`config.mk`:
```
export PLATFORM = sky130hd
export DESIGN_NAME = iem_interrupt_enable_mask
export DESIGN_NICKNAME = d
export VERILOG_FILES = /design/src/logic/iem_prio_pick.v /design/src/logic/iem_interrupt_enable_mask.v
export VERILOG_INCLUDE_DIRS = /design/src /design/src/logic
export SDC_FILE = /design/constraint.sdc
export NUM_CORES = 1
export LEC_CHECK = 0
export BUFFER_PORTS_ARGS = -buffer_cell sky130_fd_sc_hd__buf_2
export CAP_MARGIN = 15
export CORE_AREA = 8 8 53 87
export CTS_CLUSTER_SIZE = 30
export DETAILED_ROUTE_END_ITERATION = 6
export DIE_AREA = 0 0 61 95
export PLACE_DENSITY = 0.76
export SLEW_MARGIN = 20
export SYNTH_ARGS = -nofsm -noshare
export SYNTH_HDL_FRONTEND = slang
export SYNTH_SLANG_ARGS = --single-unit
```
`constraint.sdc`:
```
create_clock -name clk -period 1.65 [get_ports clk]
set_clock_uncertainty 0.05 [all_clocks]
set_input_delay 0.4125 -clock clk [delete_from_list [all_inputs] [get_ports clk]]
set_output_delay 0.4125 -clock clk [all_outputs]
set_load 0.05 [all_outputs]
```
`src/logic/iem_defines.vh`:
```
// register map and constants of the interrupt enable mask block
`ifndef IEM_DEFINES_VH
`define IEM_DEFINES_VH

// ----------------------------------------------------------------
// special-function registers
// ----------------------------------------------------------------
`define IEM_MASK_ADDR      8'ha8
`define IEM_MASK_RESET     8'h00
`define IEM_PRIO_ADDR      8'hb8
`define IEM_PRIO_RESET     8'h80

// ----------------------------------------------------------------
// enable register fields
// ----------------------------------------------------------------
`define IEM_BIT_EXT0       0
`define IEM_BIT_TMR0       1
`define IEM_BIT_EXT1       2
`define IEM_BIT_TMR1       3
`define IEM_BIT_UART       4
`define IEM_BIT_TMR2       5
`define IEM_BIT_SPER       6
`define IEM_BIT_GLOBAL     7

// ----------------------------------------------------------------
// sizes
// ----------------------------------------------------------------
`define IEM_NUM_SRC        7
`define IEM_IDX_W          3
`define IEM_NO_SRC         3'h7

`endif

```
`src/logic/iem_prio_pick.v`:
```
// fixed-order two-level arbiter over the masked requests
`timescale 1ns/10ps
`default_nettype none
`include "iem_defines.vh"

module iem_prio_pick #(
  parameter NSRC = `IEM_NUM_SRC
) (
  input  wire [NSRC-1:0]       reqMasked,
  input  wire [NSRC-1:0]       prioHigh,
  output reg                   anyReq,
  output reg                   pickHigh,
  output reg  [`IEM_IDX_W-1:0] pickIdx
);

  // ----------------------------------------------------------------
  // lowest set index, or the none code
  // ----------------------------------------------------------------
  function [`IEM_IDX_W:0] firstSet;
    input [NSRC-1:0] vec;
    integer i;
    begin
      firstSet = {1'b0, `IEM_NO_SRC};
      for (i = NSRC - 1; i >= 0; i = i - 1) begin
        if (vec[i]) begin
          firstSet = {1'b1, i[`IEM_IDX_W-1:0]};
        end
      end
    end
  endfunction

  reg [`IEM_IDX_W:0] hiPick;
  reg [`IEM_IDX_W:0] loPick;

  always @* begin
    hiPick = firstSet(reqMasked & prioHigh);
    loPick = firstSet(reqMasked & ~prioHigh);
    // high level beats low; within a level the lower index wins
    if (hiPick[`IEM_IDX_W]) begin
      anyReq   = 1'b1;
      pickHigh = 1'b1;
      pickIdx  = hiPick[`IEM_IDX_W-1:0];
    end else begin
      anyReq   = loPick[`IEM_IDX_W];
      pickHigh = 1'b0;
      pickIdx  = loPick[`IEM_IDX_W-1:0];
    end
  end

endmodule
`default_nettype wire

```
`src/logic/iem_interrupt_enable_mask.v`:
```
// interrupt enable mask and priority registers with masked request decode
//
// Notes on behaviour
// - global enable low blocks every request
// - global high passes only individually enabled sources
// - eight-bit enable register, resets to zero
// - separate priority register, independent of enables
// - masked requests sampled and decoded every cycle
// - still-pending flag re-requests right after return
// - equal level ties resolved by lowest index
`timescale 1ns/10ps
`default_nettype none
`include "iem_defines.vh"

module iem_interrupt_enable_mask #(
  parameter NSRC = `IEM_NUM_SRC
) (
  input  wire                   clk,
  input  wire                   rstn,
  input  wire [7:0]             sfrAddr,
  input  wire [7:0]             sfrWdata,
  input  wire                   sfrWe,
  input  wire                   sfrRe,
  output reg  [7:0]             sfrRdata,
  output reg                    sfrHit,
  input  wire                   ext_pin_zero_request,
  input  wire                   timer_zero_overflow_flag,
  input  wire                   ext_pin_one_request,
  input  wire                   timer_one_overflow_flag,
  input  wire                   uartPending,
  input  wire                   timer_two_low_overflow_flag,
  input  wire                   timer_two_high_overflow_flag,
  input  wire                   serialPeriphPending,
  input  wire                   return_from_interrupt,
  output wire                   global_irq_enable,
  output reg  [NSRC-1:0]        maskedReq,
  output reg                    irqRequest,
  output reg                    irqHighLevel,
  output reg  [`IEM_IDX_W-1:0]  irqIndex
);

  // ----------------------------------------------------------------
  // reset release
  // ----------------------------------------------------------------
  reg rstSync1;
  reg rstSync2;
  always @(posedge clk or negedge rstn) begin
    if (!rstn) begin
      rstSync1 <= 1'b0;
      rstSync2 <= 1'b0;
    end else begin
      rstSync1 <= 1'b1;
      rstSync2 <= rstSync1;
    end
  end
  wire rstnInt = rstSync2;

  // ----------------------------------------------------------------
  // decode helpers
  // ----------------------------------------------------------------
  // one compare shared by the write and the read decode
  function addrHit;
    input [7:0] addr;
    input [7:0] target;
    begin
      addrHit = (addr == target);
    end
  endfunction

  // unmapped addresses read back as zero, never as stale data
  function [7:0] readMux;
    input       selMask;
    input       selPrio;
    input [7:0] maskVal;
    input [7:0] prioVal;
    begin
      if (selMask) begin
        readMux = maskVal;
      end else if (selPrio) begin
        readMux = prioVal;
      end else begin
        readMux = 8'h00;
      end
    end
  endfunction

  // all-zero unless the global bit is set
  function [NSRC-1:0] gateReq;
    input            gbl;
    input [NSRC-1:0] raw;
    input [NSRC-1:0] en;
    begin
      if (gbl) begin
        gateReq = raw & en;
      end else begin
        gateReq = {NSRC{1'b0}};
      end
    end
  endfunction

  // ----------------------------------------------------------------
  // registers
  // ----------------------------------------------------------------
  reg  [7:0] enableMask_reg;
  reg  [7:0] priority_reg;
  wire       hitMask = addrHit(sfrAddr, `IEM_MASK_ADDR);
  wire       hitPrio = addrHit(sfrAddr, `IEM_PRIO_ADDR);

  always @(posedge clk or negedge rstnInt) begin
    if (!rstnInt) begin
      enableMask_reg <= `IEM_MASK_RESET;
    end else if (sfrWe & hitMask) begin
      enableMask_reg <= sfrWdata;
    end
  end

  // kept apart from the mask so the two settings never interact
  always @(posedge clk or negedge rstnInt) begin
    if (!rstnInt) begin
      priority_reg <= `IEM_PRIO_RESET;
    end else if (sfrWe & hitPrio) begin
      // top bit is unused and always reads one
      priority_reg <= {1'b1, sfrWdata[6:0]};
    end
  end

  always @(posedge clk or negedge rstnInt) begin
    if (!rstnInt) begin
      sfrHit <= 1'b0;
    end else begin
      sfrHit <= sfrRe & (hitMask | hitPrio);
    end
  end

  // a write in the same cycle as a read is seen only by the next read
  always @(posedge clk or negedge rstnInt) begin
    if (!rstnInt) begin
      sfrRdata <= 8'h00;
    end else begin
      sfrRdata <= readMux(sfrRe & hitMask, sfrRe & hitPrio, enableMask_reg, priority_reg);
    end
  end

  // ----------------------------------------------------------------
  // named enable fields
  // ----------------------------------------------------------------
  assign global_irq_enable = enableMask_reg[`IEM_BIT_GLOBAL];
  wire ext_pin_zero_irq_enable  = enableMask_reg[`IEM_BIT_EXT0];
  wire timer_zero_irq_enable    = enableMask_reg[`IEM_BIT_TMR0];
  wire ext_pin_one_irq_enable   = enableMask_reg[`IEM_BIT_EXT1];
  wire timer_one_irq_enable     = enableMask_reg[`IEM_BIT_TMR1];
  wire uart_irq_enable          = enableMask_reg[`IEM_BIT_UART];
  wire timer_two_irq_enable     = enableMask_reg[`IEM_BIT_TMR2];
  wire serial_periph_irq_enable = enableMask_reg[`IEM_BIT_SPER];

  // ----------------------------------------------------------------
  // masking; pending inputs are levels from same-clock logic
  // ----------------------------------------------------------------
  wire [NSRC-1:0] rawReq = {
    serialPeriphPending,
    timer_two_low_overflow_flag | timer_two_high_overflow_flag,
    uartPending,
    timer_one_overflow_flag,
    ext_pin_one_request,
    timer_zero_overflow_flag,
    ext_pin_zero_request
  };

  wire [NSRC-1:0] srcEnable = {
    serial_periph_irq_enable,
    timer_two_irq_enable,
    uart_irq_enable,
    timer_one_irq_enable,
    ext_pin_one_irq_enable,
    timer_zero_irq_enable,
    ext_pin_zero_irq_enable
  };

  // global bit overrides every per-source bit
  wire [NSRC-1:0] gatedReq = gateReq(global_irq_enable, rawReq, srcEnable);

  wire                  anyReq;
  wire                  pickHigh;
  wire [`IEM_IDX_W-1:0] pickIdx;

  iem_prio_pick #(
    .NSRC (NSRC)
  ) uPick (
    .reqMasked (gatedReq),
    .prioHigh  (priority_reg[NSRC-1:0]),
    .anyReq    (anyReq),
    .pickHigh  (pickHigh),
    .pickIdx   (pickIdx)
  );

  // ----------------------------------------------------------------
  // decode stage, refreshed every cycle
  // ----------------------------------------------------------------
  // no hold-off after return: a flag still pending simply re-requests
  // on the next sample, which the core turns into re-entry
  always @(posedge clk or negedge rstnInt) begin
    if (!rstnInt) begin
      maskedReq    <= {NSRC{1'b0}};
      irqRequest   <= 1'b0;
    end else begin
      maskedReq    <= gatedReq;
      irqRequest   <= anyReq;
    end
  end

  // winner index and its level travel with the request of the same cycle
  always @(posedge clk or negedge rstnInt) begin
    if (!rstnInt) begin
      irqHighLevel <= 1'b0;
      irqIndex     <= `IEM_NO_SRC;
    end else begin
      irqHighLevel <= pickHigh;
      irqIndex     <= pickIdx;
    end
  end

  // return pulse is informational here; request stays level-driven
  wire unusedRet = return_from_interrupt;

endmodule
`default_nettype wire

```
==> impl_metrics.toml <==
[outcome]
status = "finished, violations left"
violations = "negative setup slack"

[setup_path]
r2r-end = "irqRequest$_DFF_PN0_"
path_class = "reg2reg"
worst-endpoint-required_ns = 1.75
endpoint_kind = "register"
crit_arrival_ns = 1.91
path_cells = "buf_12 > nand4_1 > nand4_2 > or2_4 > or4b_1"
critical_path.slowest_cell = "or4b_1"
r2r-start = "enableMask_reg[7]$_DFFE_PN0P_"
cp_slowest_stage_delay_ns = 0.51
rr_worst_depth = 5
crit_path_max_fanout = 8
start_kind = "register"
rrSetupSlack_ns = -0.16

[placement]
dp_hpwl_um = 3282
gp_congestion = 0.9134
dp_slack_ns = -0.2501
port_buffers = 49

[logic_synthesis]
seq_area_frac_synth_pct = 58.02
yosys_warnings = 0
ys_types = 33
syn_inst = 125
syn_nets = 154
synth-seq-cells = 38
synth_area_um2 = 1645
syn_avg_cell_area_um2 = 13.16

[die]
num_io_pins = 51
start_util_pct = 48.42
die_y_um = 95
dieArea_um2 = 5795
std_cell_rows = 28
die_x_um = 61
core-area_um2 = 3398

[sta]
period_share_pct = 109.4
fin_hold_ws_ns = 0.2233
maxSlewViolCount = 0
fmax_mhz = 553.8
rsz0062_at_grt = "true"
hold_violations = 0
fin_ws_ns = -0.1558
post-route-min-period_ns = 1.806
tns_ns = -0.1900
finalSetupViolCount = 2

[routing]
wl_um = 4360
vias = 1389
firstDrtPassIters = 5
drcViolationCount = 0
post_drt_wl_per_cell_um = 16.90
drt_iter0_drc = 44
via_per_inst = 5.384
ant_nets = 0

[job]
drv_cap = 0

[pwr]
pwr-share-seq_pct = 55.3
leakagePower_nw = 1.342
p_per_area_nw_per_um2 = 744.7
comb_power_share_pct = 9.6
p_int_mw = 1.377
power_frac_clock_pct = 35.1
p_total_mw = 1.769
switching_share_pct = 22.20
ir_drop_mv = 0.8841
p_switching_mw = 0.3928

[grt]
gr-usage-all-layers_pct = 15.59
grt_antenna_before_repair = 0
grt_pass1_wl_um = 6706
overflow = 0
grt_pass1_vias = 1472
grt_max_degree = 37

[final_layout]
diodes = 0
area_growth_pct = 44.41
nFillCells = 265
final_core_util_pct = 69.92
drive_gt1_share_pct = 58.69
fin_nets = 241

[clocking]
root_buffer = "clkbuf_8"
clk_pin_slew_ns = 0.07
clk_latency_ns = 0.29
cts_tree = "done"
htree_levels = 2
clockBufferDepth = 2
cts_inserted_buffers = 5
clock_sinks = 38

[hold_path]
worstHoldPathType = "reg2async"
## power by group through the flow
stage                     registers (mW)  clock network [mW]  logic, mW
after global placement             0.988                   0      0.147
final                              0.978               0.622      0.170
after detailed placement           0.991                   0      0.154
after floorplan                     1.01                   0     0.0455
after global routing               0.979               0.672      0.184
after CTS                          0.974               0.634      0.166
## routing by layer
metal | routed length (um) | track usage, % | vias to the layer above | share of wire, %
met4 | 231 | 11.15 | 0 | 5.3
li1 | - | - | 637 | -
met1 | 1432 | 13.53 | 682 | 33
met3 | 211 | 3.815 | 21 | 4.8
met5 | 0 | 0 | - | 0
met2 | 2484 | 28.90 | 49 | 57
## critical path: cells and delay by family (launching register included)
family | cells | cell delay (ns)
buffers and inverters | 1 | 0.16
DFF | 1 | 0.47
and+or+nand+nor | 4 | 0.98
## worst max-delay path by stage
stage,start,to,slack [ns],cells past startpoint
floorplan,enableMask_reg[7]$_DFFE_PN0P_,irqRequest$_DFF_PN0_,-0.19,5
global placement,timer_two_high_overflow_flag,irqRequest$_DFF_PN0_,-0.19,5
detailed placement,timer_two_high_overflow_flag,irqRequest$_DFF_PN0_,-0.25,5
CTS,enableMask_reg[7]$_DFFE_PN0P_,irqRequest$_DFF_PN0_,-0.16,5
global route,enableMask_reg[7]$_DFFE_PN0P_,irqRequest$_DFF_PN0_,-0.18,5
finish,enableMask_reg[7]$_DFFE_PN0P_,irqRequest$_DFF_PN0_,-0.16,5
## cells in the mapped netlist
cell type,instances,area (um2)
dfrtp_1,35,875.8
nand2_1,3,11.26
nand3b_1,1,7.510
conb_1,1,3.750
nand4b_4,1,23.77
inv_1,5,18.77
o21ai_0,2,10.01
nand3_2,1,10.01
o2111ai_1,1,8.760
nor4_2,1,12.51
and4_1,1,8.760
nand3_1,2,10.01
or4b_1,1,10.01
nand4b_1,1,8.760
clkbuf_1,1,3.750
and4b_1,4,40.04
mux2i_1,7,70.07
or3_1,1,6.260
dfstp_2,3,78.83
or2_4,1,8.760
a21oi_1,3,15.01
a2bb2oi_1,1,8.760
o21ai_1,1,5.000
o32ai_1,1,8.760
mux2_2,15,168.9
a31oi_1,3,18.77
nor2_1,9,33.78
buf_6,1,11.26
buf_2,1,5.000
o211ai_1,4,30.03
and3_1,5,31.28
nand4_2,5,62.56
nand4_1,3,18.77
## repair_timing
action | CTS | global route
gates resized for setup | 5 | 6
endpoints found under the setup margin | 2 | 3
pin swaps | 4 | 5
buffers inserted | 1 | 2
hold endpoints to repair | 2 | 0
hold buffers | 1 | 0
cloned | 1 | 0
## cells by family after synthesis
group	Yosys count	share of synthesized area [%]
AO/OA/AOI/OAI	16	6.388
flip-flops	38	58.02
AND/OR/NAND/NOR	40	18.48
other	1	0.2279
multiplexers	22	14.52
buffers and inverters	8	2.357
## cell usage in the layout, fill, tap and decap left out, types with 5 or more instances in the layout
master,count
and3_1,5
buf_2,49
buf_4,30
clkbuf_8,6
dfrtp_1,34
inv_1,5
mux2_2,15
mux2i_1,7
nor2_1,9
## area by class of cell
| type | instances | area, um2 | share of cell area [%] |
|---|---|---|---|
| clock buffer | 7 | 86.33 | 3.633 |
| sequential | 38 | 955.9 | 40.23 |
| multi-input combinational | 79 | 709.4 | 29.86 |
| timing repair buffer | 83 | 544.3 | 22.91 |
| clock inverter | 1 | 5.005 | 0.2106 |
| inverter | 5 | 18.77 | 0.7899 |
| tap | 45 | 56.30 | 2.370 |
## stage by stage
step	std cells	instance area [um2]
2_1_floorplan	125	1647
3_3_place_gp	245	2158
3_5_place_dp	245	2158
4_1_cts	256	2323
5_1_grt	258	2376
6_report	258	2376
No activity file was read; power rests on OpenSTA's default activity.
